## config.mk

```make
export PLATFORM = sky130hd
export DESIGN_NAME = pad_config_decoder
export DESIGN_NICKNAME = d
export VERILOG_FILES = /design/src/verilog/pad_cfg_pkg.sv /design/src/verilog/pad_config_decoder.sv
export SDC_FILE = /design/constraint.sdc
export NUM_CORES = 1
export LEC_CHECK = 0
export BUFFER_PORTS_ARGS = -buffer_cell sky130_fd_sc_hd__buf_2
export CORE_MARGIN = 2
export CORE_UTILIZATION = 45
export CTS_CLUSTER_SIZE = 28
export DETAILED_ROUTE_END_ITERATION = 12
export PLACE_DENSITY_LB_ADDON = 0.3
export SYNTH_ARGS = -nofsm -noshare
export SYNTH_HDL_FRONTEND = slang
export SYNTH_SLANG_ARGS = --single-unit
```

## constraint.sdc

```tcl
create_clock -name core_clk -period 1.96 [get_ports core_clk]
set_clock_uncertainty 0.15 [all_clocks]
set_input_delay 0.098 -clock core_clk [delete_from_list [all_inputs] [get_ports core_clk]]
set_output_delay 0.098 -clock core_clk [all_outputs]
set_load 0.03 [all_outputs]
```

## src/verilog/pad_cfg_pkg.sv

```systemverilog
package pad_cfg_pkg;
   // ---------------------------------------------------------------
   // Register map (word index; byte address = index * 4)
   // ---------------------------------------------------------------
   localparam int         NUM_PADS      = 16;
   localparam logic [5:0] PAD_CFG_BASE  = 6'h00;
   localparam logic [5:0] PAD_STAT_ADDR = 6'h10;
   localparam logic [5:0] PAD_IN_ADDR   = 6'h11;
   localparam logic [7:0] CFG_RESET     = 8'h00;
   localparam logic [31:0] UNMAPPED_RD  = 32'h0000_0000;
   // ---------------------------------------------------------------
   // Field positions within each config word
   // ---------------------------------------------------------------
   // Pad 0: [1:0] value, [3:2] mode
   localparam int P0_VAL_LSB   = 0;
   localparam int P0_MODE_LSB  = 2;
   // Output-enable pads: [0] dir, [2:1] value, [4:3] in mode, [6:5] out mode, [7] 4x
   localparam int OE_DIR_BIT   = 0;
   localparam int OE_VAL_LSB   = 1;
   localparam int OE_IN_LSB    = 3;
   localparam int OE_OUT_LSB   = 5;
   localparam int X4_BIT       = 7;
   // Three-bit pads: [0] strength, [1] dir, [3:2] value, [6:4] mode, [7] 4x (pad 9)
   localparam int T3_STR_BIT   = 0;
   localparam int T3_DIR_BIT   = 1;
   localparam int T3_VAL_LSB   = 2;
   localparam int T3_MODE_LSB  = 4;
   // Shared pads 6/7: [0] strength, [1] select, [3:2] value, [6:4] mode
   localparam int SH_SEL_BIT   = 1;
   // ---------------------------------------------------------------
   // Pad groups as bit masks over pad index
   // ---------------------------------------------------------------
   localparam logic [15:0] OE_PADS     = 16'had2a; // 1,3,5,8,10,11,13,15
   localparam logic [15:0] OE_ANALOG   = 16'h8d20; // 5,8,10,11,15
   localparam logic [15:0] T3_PADS     = 16'h5214; // 2,4,9,12,14
   localparam logic [15:0] T3_ANALOG   = 16'h1210; // 4,9,12
   localparam logic [15:0] SH_PADS     = 16'h00c0; // 6,7
   localparam logic [15:0] X4_PADS     = 16'h0300; // 8,9
   // ---------------------------------------------------------------
   // Encodings
   // ---------------------------------------------------------------
   localparam logic [1:0] RES_FLOAT = 2'h0;
   localparam logic [1:0] IN_PLAIN  = 2'h0;
   localparam logic [1:0] IN_SMT    = 2'h1;
   localparam logic [1:0] IN_LV     = 2'h2;
   localparam logic [1:0] IN_ANA    = 2'h3;
   localparam logic [1:0] OUT_PP1   = 2'h0;
   localparam logic [1:0] OUT_PP2   = 2'h1;
   localparam logic [1:0] OUT_OD1   = 2'h2;
   localparam logic [1:0] OUT_OD2   = 2'h3;
   localparam logic [2:0] M3_PLAIN  = 3'h0;
   localparam logic [2:0] M3_SMT    = 3'h1;
   localparam logic [2:0] M3_LV     = 3'h2;
   localparam logic [2:0] M3_ANA    = 3'h3;
   localparam logic [2:0] M3_PP     = 3'h4;
   localparam logic [2:0] M3_ODN    = 3'h5;
   localparam logic [2:0] M3_ODP    = 3'h6;
   localparam logic [2:0] M3_ANA_OD = 3'h7;

   typedef enum {DRV_OFF, DRV_PP, DRV_ODN, DRV_ODP} drv_kind_t;
endpackage : pad_cfg_pkg

```

## src/verilog/pad_config_decoder.sv

```systemverilog
// Operation
// - Resistor value code: float, 10k, 100k, 1M
// - Pad 0 pull-down only, two-bit value
// - Pad 0 input only, code 3 reserved
// - Direction bit: 0 pull-down, 1 pull-up
// - OE pads: input field or output field
// - OE output field: PP/OD at 1x/2x
// - OE input field; code 3 analog or reserved
// - Codes 4,5,6: push-pull, NMOS OD, PMOS OD
// - Codes 3,7 analog on 4,9,12 only
// - Strength bit: 0 is 1x, 1 is 2x
// - Pad 6 select 0 routes serial clock
// - Pad 7 select 0 routes serial data
// - Pads 6,7 allow inputs and NMOS OD
// - Pads 6,7 pull-down only, two-bit value
// - Pad 8 4x only with OE, OD1x
// - Pad 9 4x only with NMOS OD
// - OE pads take data, OE from matrix
// - Three-bit pads derive OE from mode
`timescale 1ns/1ps
module pad_config_decoder
   import pad_cfg_pkg::*;
(
   input  wire logic        core_clk,          // System clock
   input  wire logic        reset,             // Synchronous reset, active high
   input  wire logic        clk_en,            // Freezes all state when low
   input  wire logic [5:0]  avs_address,       // Word address
   input  wire logic        avs_read,          // Read request
   input  wire logic        avs_write,         // Write request
   input  wire logic [31:0] avs_writedata,     // Write data
   input  wire logic [3:0]  avs_byteenable,    // Byte enables
   output logic      [31:0] avs_readdata,      // Read data
   output logic             avs_waitrequest,   // Stall
   input  wire logic [15:0] pad_in,            // Pin level per pad
   input  wire logic [15:0] mtx_out_data,      // Matrix output data
   input  wire logic [15:0] mtx_out_en,        // Matrix output enable
   input  wire logic        i2c_scl_oe,        // Serial clock low drive
   input  wire logic        i2c_sda_oe,        // Serial data low drive
   output logic      [15:0] pad_out,           // Pin output value
   output logic      [15:0] pad_oe,            // Pin output enable
   output logic      [15:0] mtx_in,            // Digital in to matrix
   output logic             i2c_scl_in,        // Serial clock input
   output logic             i2c_sda_in,        // Serial data input
   output logic      [1:0]  vin_virtual,       // Virtual inputs 0,1 select
   output logic      [15:0] smt_en,            // Schmitt input enable
   output logic      [15:0] lv_en,             // Low-voltage input enable
   output logic      [15:0] wosmt_en,          // Plain input enable
   output logic      [15:0] aio_en,            // Analog path enable
   output logic      [15:0] pp_en,             // Push-pull driver enable
   output logic      [15:0] odn_en,            // NMOS open-drain enable
   output logic      [15:0] odp_en,            // PMOS open-drain enable
   output logic      [15:0] drv2x_en,          // 2x strength
   output logic      [15:0] drv4x_en,          // 4x drive
   output logic      [15:0] pull_up_en,        // Pull-up direction
   output logic      [15:0] pull_dn_en,        // Pull-down direction
   output logic      [31:0] pull_val           // Two-bit value per pad
);

   // ---------------------------------------------------------------
   // Config storage
   // ---------------------------------------------------------------
   logic [7:0]  cfg_r [NUM_PADS];
   logic [15:0] sync1_r, sync2_r, sync3_r, in_r;
   logic        rd_pend_r;

   function automatic logic [7:0] merge_byte(input logic [7:0] old, input logic [31:0] wd,
                                             input logic [3:0] be);
      merge_byte = be[0] ? wd[7:0] : old;
   endfunction : merge_byte

   always_ff @(posedge core_clk) begin
      if (reset) begin
         for (int i = 0; i < NUM_PADS; i++) begin
            cfg_r[i] <= CFG_RESET;
         end
      end else if (clk_en && avs_write && avs_address < 6'(NUM_PADS)) begin
         cfg_r[avs_address[3:0]] <= merge_byte(cfg_r[avs_address[3:0]], avs_writedata, avs_byteenable);
      end
   end

   // ---------------------------------------------------------------
   // Pin input synchroniser, change accepted when stages 2 and 3 agree
   // ---------------------------------------------------------------
   always_ff @(posedge core_clk) begin
      if (reset) begin
         sync1_r <= 16'h0000;
         sync2_r <= 16'h0000;
         sync3_r <= 16'h0000;
         in_r    <= 16'h0000;
      end else if (clk_en) begin
         sync1_r <= pad_in;
         sync2_r <= sync1_r;
         sync3_r <= sync2_r;
         for (int i = 0; i < NUM_PADS; i++) begin
            if (sync2_r[i] == sync3_r[i]) begin
               in_r[i] <= sync3_r[i];
            end
         end
      end
   end

   // ---------------------------------------------------------------
   // Bus slave: writes in one cycle, reads answer one cycle later
   // ---------------------------------------------------------------
   always_ff @(posedge core_clk) begin
      if (reset) begin
         rd_pend_r    <= 1'b0;
         avs_readdata <= 32'h0000_0000;
      end else if (clk_en) begin
         rd_pend_r <= avs_read && !rd_pend_r;
         if (avs_read && !rd_pend_r) begin
            if (avs_address < 6'(NUM_PADS)) begin
               avs_readdata <= {24'h000000, cfg_r[avs_address[3:0]]};
            end else if (avs_address == PAD_STAT_ADDR) begin
               avs_readdata <= {pad_oe, mtx_in};
            end else if (avs_address == PAD_IN_ADDR) begin
               avs_readdata <= {16'h0000, in_r};
            end else begin
               avs_readdata <= UNMAPPED_RD;
            end
         end
      end
   end

   // Stall every request while frozen, so no write is dropped unseen
   assign avs_waitrequest = (avs_read && !rd_pend_r) || (!clk_en && (avs_read || avs_write));

   // ---------------------------------------------------------------
   // Per-pad decode
   // ---------------------------------------------------------------
   always_comb begin
      logic [7:0] c;
      logic [1:0] val;
      logic [1:0] im;
      logic [2:0] m3;
      logic       oe;
      logic       rsvd;
      logic       sh_ena;
      drv_kind_t  kind;
      c           = 8'h00;
      val         = 2'h0;
      im          = 2'h0;
      m3          = 3'h0;
      oe          = 1'b0;
      rsvd        = 1'b0;
      sh_ena      = 1'b0;
      kind        = DRV_OFF;
      pad_out     = 16'h0000;
      pad_oe      = 16'h0000;
      mtx_in      = 16'h0000;
      smt_en      = 16'h0000;
      lv_en       = 16'h0000;
      wosmt_en    = 16'h0000;
      aio_en      = 16'h0000;
      pp_en       = 16'h0000;
      odn_en      = 16'h0000;
      odp_en      = 16'h0000;
      drv2x_en    = 16'h0000;
      drv4x_en    = 16'h0000;
      pull_up_en  = 16'h0000;
      pull_dn_en  = 16'h0000;
      pull_val    = 32'h0;
      i2c_scl_in  = 1'b1;
      i2c_sda_in  = 1'b1;
      vin_virtual = 2'h0;
      for (int p = 0; p < NUM_PADS; p++) begin
         c = cfg_r[p];
         kind = DRV_OFF;
         rsvd = 1'b0;
         oe = 1'b0;
         im = IN_PLAIN;
         m3 = M3_PLAIN;
         if (p == 0) begin
            val = c[P0_VAL_LSB +: 2];
            pull_dn_en[p] = (val != RES_FLOAT);
            im = c[P0_MODE_LSB +: 2];
            rsvd = (im == IN_ANA);
         end else if (OE_PADS[p]) begin
            val = c[OE_VAL_LSB +: 2];
            pull_up_en[p] = (val != RES_FLOAT) && c[OE_DIR_BIT];
            pull_dn_en[p] = (val != RES_FLOAT) && !c[OE_DIR_BIT];
            oe = mtx_out_en[p];
            if (oe) begin
               case (c[OE_OUT_LSB +: 2])
                  OUT_PP1: kind = DRV_PP;
                  OUT_PP2: begin
                     kind        = DRV_PP;
                     drv2x_en[p] = 1'b1;
                  end
                  OUT_OD1: kind = DRV_ODN;
                  OUT_OD2: begin
                     kind        = DRV_ODN;
                     drv2x_en[p] = 1'b1;
                  end
                  default: kind = DRV_OFF;
               endcase
               drv4x_en[p] = X4_PADS[p] && c[X4_BIT] && (c[OE_OUT_LSB +: 2] == OUT_OD1);
            end else begin
               im = c[OE_IN_LSB +: 2];
               if (im == IN_ANA) begin
                  rsvd = !OE_ANALOG[p];
                  aio_en[p] = OE_ANALOG[p];
               end
            end
         end else if (SH_PADS[p]) begin
            val = c[T3_VAL_LSB +: 2];
            pull_dn_en[p] = (val != RES_FLOAT);
            m3 = c[T3_MODE_LSB +: 3];
            drv2x_en[p] = c[T3_STR_BIT];
            sh_ena = !c[SH_SEL_BIT];
            vin_virtual[p[0]] = sh_ena;
            case (m3)
               M3_PLAIN, M3_SMT, M3_LV: im = m3[1:0];
               M3_ODN: kind = DRV_ODN;
               default: rsvd = 1'b1;
            endcase
         end else begin
            val = c[T3_VAL_LSB +: 2];
            pull_up_en[p] = (val != RES_FLOAT) && c[T3_DIR_BIT];
            pull_dn_en[p] = (val != RES_FLOAT) && !c[T3_DIR_BIT];
            drv2x_en[p] = c[T3_STR_BIT];
            m3 = c[T3_MODE_LSB +: 3];
            case (m3)
               M3_PLAIN, M3_SMT, M3_LV: im = m3[1:0];
               M3_PP:  kind = DRV_PP;
               M3_ODN: kind = DRV_ODN;
               M3_ODP: kind = DRV_ODP;
               M3_ANA: begin
                  rsvd = !T3_ANALOG[p];
                  aio_en[p] = T3_ANALOG[p];
               end
               M3_ANA_OD: begin
                  rsvd = !T3_ANALOG[p];
                  aio_en[p] = T3_ANALOG[p];
                  kind = T3_ANALOG[p] ? DRV_ODN : DRV_OFF;
               end
               default: rsvd = 1'b1;
            endcase
            drv4x_en[p] = X4_PADS[p] && c[X4_BIT] && (m3 == M3_ODN);
         end
         pull_val[2*p +: 2] = val;
         if (rsvd) begin
            kind = DRV_OFF;
            drv2x_en[p] = 1'b0;
         end else if (aio_en[p] && kind == DRV_OFF) begin
            // Analog only: digital input disabled
         end else if (kind == DRV_OFF || p == 0) begin
            wosmt_en[p] = (im == IN_PLAIN);
            smt_en[p]   = (im == IN_SMT);
            lv_en[p]    = (im == IN_LV);
         end
         case (kind)
            DRV_PP: begin
               pp_en[p]   = 1'b1;
               pad_oe[p]  = 1'b1;
               pad_out[p] = mtx_out_data[p];
            end
            DRV_ODN: begin
               odn_en[p]  = 1'b1;
               pad_oe[p]  = (p == 6 && sh_ena) ? i2c_scl_oe :
                            (p == 7 && sh_ena) ? i2c_sda_oe : !mtx_out_data[p];
               pad_out[p] = 1'b0;
            end
            DRV_ODP: begin
               odp_en[p]  = 1'b1;
               pad_oe[p]  = mtx_out_data[p];
               pad_out[p] = 1'b1;
            end
            default: begin
               pad_oe[p]  = 1'b0;
               pad_out[p] = 1'b0;
            end
         endcase
         mtx_in[p] = rsvd ? 1'b0 : in_r[p];
         if (p == 6) begin
            i2c_scl_in = sh_ena ? in_r[p] : 1'b1;
         end
         if (p == 7) begin
            i2c_sda_in = sh_ena ? in_r[p] : 1'b1;
         end
      end
      drv2x_en = drv2x_en & (pp_en | odn_en | odp_en);
   end

endmodule : pad_config_decoder
```

**Yosys cells after proc, flatten, opt, wreduce, memory -nomap -nowiden**

Memories as Yosys holds them, arrays and structs flattened.
Index checks and enable logic that the tools add are counted.

- Register bits: 97
- Bits in writable memories: 128
- Input port bits: 97
- Output and inout bits: 293
- Word-level logic and storage cells: 672
- Memories kept: 1

Memory list:

| memory | words | bits a word | rd ports | clocked after memory_dff | wr ports | line | source |
|---|---|---|---|---|---|---|---|
| cfg_r | 16 | 8 | 17 | 0 | 16 | pad_config_decoder.sv:62 | `logic [7:0] cfg_r [NUM_PADS];` |

- Magnitude comparators: 1
- Eq/ne operators: 169
- Mux-type cells: 282
- Bitwise operators: 3
- Reduce and logical (&&, ||, !) cells: 195

Operator list:

| operator | number |
|---|---|
| 32-bit by 2-bit == test with 1-bit output (second input constant) | 30 |
| 32-bit 2-to-1 mux | 17 |
| 32-bit one-hot mux with 2 select lines | 8 |
| 32-bit by 1-bit == test with 1-bit output (second input constant) | 15 |
| 32-bit logical NOT | 15 |
| 1-bit 2-to-1 mux | 201 |
| 2-bit == test (second input constant) | 41 |
| 3-bit == test (second input constant) | 22 |
| 2-bit OR reduction | 32 |
| 2-bit by 1-bit == test with 1-bit output (second input constant) | 24 |
| 2-bit logical NOT | 24 |
| 1-bit one-hot mux with 3 select lines | 15 |
| 1-bit logical AND | 40 |
| 3-bit by 2-bit == test with 1-bit output (second input constant) | 12 |
| 2-bit 2-to-1 mux | 17 |
| 2-bit AND reduction | 17 |
| 1-bit logical NOT | 32 |
| 16-bit bitwise OR | 2 |
| 2-bit nonzero test | 16 |
| 1-bit one-hot mux with 2 select lines | 15 |
| 2-bit one-hot mux with 3 select lines | 5 |
| 3-bit by 1-bit == test with 1-bit output (second input constant) | 7 |
| 3-bit logical NOT | 7 |
| 3-bit OR reduction | 7 |
| 10 further kinds | 29 |

**Longest topological paths before layout**

An unclocked memory read counts as a cell.

- Word-level depth: 11
- Gate-level depth with buffers: 7
- Gate-level depth less buffers: 4

**Worst setup path after synthesis**

Ideal clock, no wire load.

- Path kind: register to register
- From: memory cfg_r[6][4]
- To: register avs_readdata[22]
- Setup time: 0.073 ns
- Arrival: 2.464 ns
- Required time: 1.737 ns
- Path slack: -0.727 ns
- Stages on the path, launching flop included: 5
- Path buffers: 0
- Clock period less this slack: 2.687 ns
- Path through: edfxtp_1 nand2_1 a2111oi_0 a22oi_2 nor2_1

RTL lines:

| item | line | source |
|---|---|---|
| from (decl) | pad_config_decoder.sv:62 |  |
| to (signal assigned) | pad_config_decoder.sv:113 | `avs_readdata <= {24'h000000, cfg_r[avs_address[3:0]]};` |
| to (signal assigned) | pad_config_decoder.sv:115 | `avs_readdata <= {pad_oe, mtx_in};` |
| to (signal assigned) | pad_config_decoder.sv:117 | `avs_readdata <= {16'h0000, in_r};` |
| to (decl) | pad_config_decoder.sv:32 | `output logic [31:0] avs_readdata,` |

==> run_results.csv <==
group,metric,value,unit
outcome,status,"finished, violations left",
outcome,violations,"setup timing",
finish,fill_cells,2173,
pwr,power_density,758.3,nW/um2
synth,postSynthCellCount,1169,
clocking,cts.sinks,224,
global_routing,grt_max_degree,62,
sta,tightest_slew,873.4,ps
finish,layout-drive-gt1-share,33.89,%
worst_setup_path,startpoint_type,"input port",
synth,syn_area,11710,um2
sta,finalSetupViolCount,1,
sta,holdWs,23.08,ps
worst_setup_path,worstPathArrival,2190,ps
synth,yosys_warnings,0,
sta,finalHoldViolations,0,
clocking,clock_path_buffers,3,
floorplanning,die_w,165.3,um
floorplanning,die-area,27320,um2
floorplanning,start_util,45.44,%
clocking,root_buffer,"clkbuf_16",
route,drc_errors,0,
finish,area_growth,35.03,%
finish,final_cell_mix,"buf_2 (295), nor2_1 (245), edfxtp_1 (128), buf_4 (121), mux2i_1 (112)",
sta,timing.final.ws_setup,-4.526,ps
sta,slew_headroom,41.56,%
synth,yosys.cell_types.count,52,
route,vias_per_cell,5.265,
worst_setup_path,reg2reg_depth,5,
placement,dp_hpwl,26710,um
worst_setup_path,critPathMaxFanout,9,
pwr,peakVddDrop,0.5214,mV
finish,final_cells,1956,
route,drt_pass1_iterations,5,
route,vias,10298,
clocking,clk_latency,520,ps
clocking,numCtsBuffers,25,
pwr,leakage,7.185,nW
synth,synthArstFlopShare,0,%
synth,synth_ff_type,"edfxtp_1",
global_routing,grt-ovfl-total,0,
global_routing,grt_pass1_wl,51970,um
worst_hold_path,min_to,"avs_readdata[17]$_SDFFE_PP0P_",
floorplanning,pin_count,390,
placement,portBuffers,307,
worst_setup_path,crit_path_end_kind,"flop",
worst_hold_path,hold_path_class,"input port to flop",
synth,ys_ff_latch,224,
route,wl,35830,um
global_routing,grt_pass1_vias,9441,
sta,finalCritPeriodShare,100.2,%
synth,syn_area_per_cell,10.01,um2
worst_setup_path,reg2reg_slack,80,ps
clocking,path_clk_slew,60,ps
worst_hold_path,hold_start,"mtx_out_en[1]",
route,wire_per_inst,18.32,um
worst_setup_path,critical_path_class,"input port to flop",
sta,period_needed,1965,ps
sta,slew_viol_final,0,
finish,nets,1699,
global_routing,grt_use_total,24.88,%
synth,seq_area_frac_synth,49.25,%
placement,placedCellCount,1852,
route,drt-initial-drc-count,897,
sta,max_freq,0.5090,GHz
worst_setup_path,reg2reg_to,"avs_readdata[23]$_SDFFE_PP0P_",
finish,multiInputGateArea,5255,um2
global_routing,antenna_found_initial,2,
run,drv_cap,0,
floorplanning,rows,59,
sta,rsz0062_at_grt,"yes",
floorplanning,die_h,165.3,um
synth,synth_edf_count,128,
floorplanning,coreArea,25760,um2
pwr,p_total,11.99,mW
worst_setup_path,worstPathRequired,2190,ps
route,antenna_left,0,
clocking,htree_levels,1,
finish,final-seq-area,5766,um2
worst_hold_path,holdPathStages,4,
worst_setup_path,worstReg2RegStart,"cfg_r[7][5]$_SDFFCE_PN0P_",
finish,final_util,61.35,%
clocking,cts_tree,"done",
finish,layout_commonest_cell,"buf_2",
placement,place_congestion,0.8956,
worst max-delay path by stage:
stage / from / endpoint / slack [ps] / depth (start not counted)
5_1_grt: cfg_r[6][4]$_SDFFCE_PN0P_ / pad_oe[6] / -50 / 5
3_5_place_dp: avs_address[1] / cfg_r[7][5]$_SDFFCE_PN0P_ / -70 / 7
2_1_floorplan: avs_address[5] / cfg_r[7][0]$_SDFFCE_PN0P_ / 40 / 5
6_report: avs_address[3] / cfg_r[3][3]$_SDFFCE_PN0P_ / -5 / 8
4_1_cts: cfg_r[6][4]$_SDFFCE_PN0P_ / pad_oe[6] / -2 / 5
3_3_place_gp: avs_address[1] / cfg_r[5][5]$_SDFFCE_PN0P_ / -40 / 7
power breakdown:
group / switching, mW / internal, mW / total [mW]
Clock: 1.87 / 2.90 / 4.77
Sequential: 0.116 / 5.11 / 5.22
Combinational: 1.27 / 0.729 / 2.00
cell type report:
| class | instances | area share [%] |
|---|---|---|
| Timing Repair Buffer | 503 | 21.85 |
| Antenna cell | 1 | 0.01583 |
| Tap cell | 335 | 2.652 |
| Multi-Input combinational cell | 832 | 33.25 |
| Inverter | 16 | 0.3800 |
| Sequential cell | 224 | 36.48 |
| Clock buffer | 34 | 4.654 |
| Clock inverter | 11 | 0.7282 |
worst max-delay path: stages:
cell and delay [ps]:
dlygate4sd3_1 570, clkbuf_4 220, and2_1 200, buf_4 170, a22oi_1 380, a32oi_2 210
buf_4 230, nor2_1 100
routing by layer:
metal / global-route usage (%) / routed length (um) / vias to the layer above / part of all wire [%]
met5: 0 / 13 / - / 0.036
met4: 8.542 / 1033 / 2 / 2.9
met3: 3.921 / 2713 / 66 / 7.6
met2: 42.41 / 17360 / 422 / 48
met1: 32.31 / 14700 / 4917 / 41
li1: - / - / 4891 / -
metrics by stage:
stage	setup TNS, ps	worst slack (ps)	area, um2
after floorplan	0	39.77	11890
after global placement	-639.0	-35.66	14240
after detailed placement	-1361	-68.22	14240
after CTS	-1.713	-1.713	15710
after global routing	-134.8	-47.28	15810
final	-4.526	-4.526	15810
kinds of logic after synthesis:
| logic type | Yosys count | share of synthesized area (%) |
|---|---|---|
| AOI/OAI and AO/OA | 172 | 11.35 |
| buffers and inverters | 158 | 8.326 |
| DFF | 224 | 49.25 |
| muxes | 114 | 9.748 |
| other | 1 | 0.03203 |
| and+or+nand+nor | 500 | 21.29 |
flip-flops by register name, indices dropped and copies added, names as in the netlist:
| signal | count |
|---|---|
| sync3_r | 16 |
| rd_pend_r | 1 |
| cfg_r | 128 |
| sync1_r | 16 |
| sync2_r | 16 |
| in_r | 16 |
| avs_readdata | 31 |
what timing repair did:
item	CTS	global route
endpoints found under the hold margin	95	0
endpoints found under the setup margin	4	41
pin swaps	2	1
setup buffers	2	1
resized for setup	11	23
hold buffers	55	0
cloned	0	0
cell usage after synthesis, types with 7 or more instances:
library cell	number	area [um2]
a21boi_0	12	90.09
a21o_1	20	150.1
a21oi_1	33	165.2
a22oi_1	45	337.8
a32oi_2	16	260.3
and2_1	43	269.0
and3b_1	7	61.31
buf_2	14	70.07
buf_4	93	698.2
clkbuf_1	32	120.1
dfxtp_1	96	1922
edfxtp_1	128	3844
inv_1	15	56.30
mux2i_1	114	1141
nand2_1	41	153.9
nand2b_1	21	131.4
nand3_1	21	105.1
nand4_1	10	62.56
nor2_1	246	923.4
nor2b_1	31	193.9
nor3_1	23	115.1
nor3b_1	23	172.7
o21ai_0	20	100.1
Note: power is estimated with default switching activity, not from simulation.
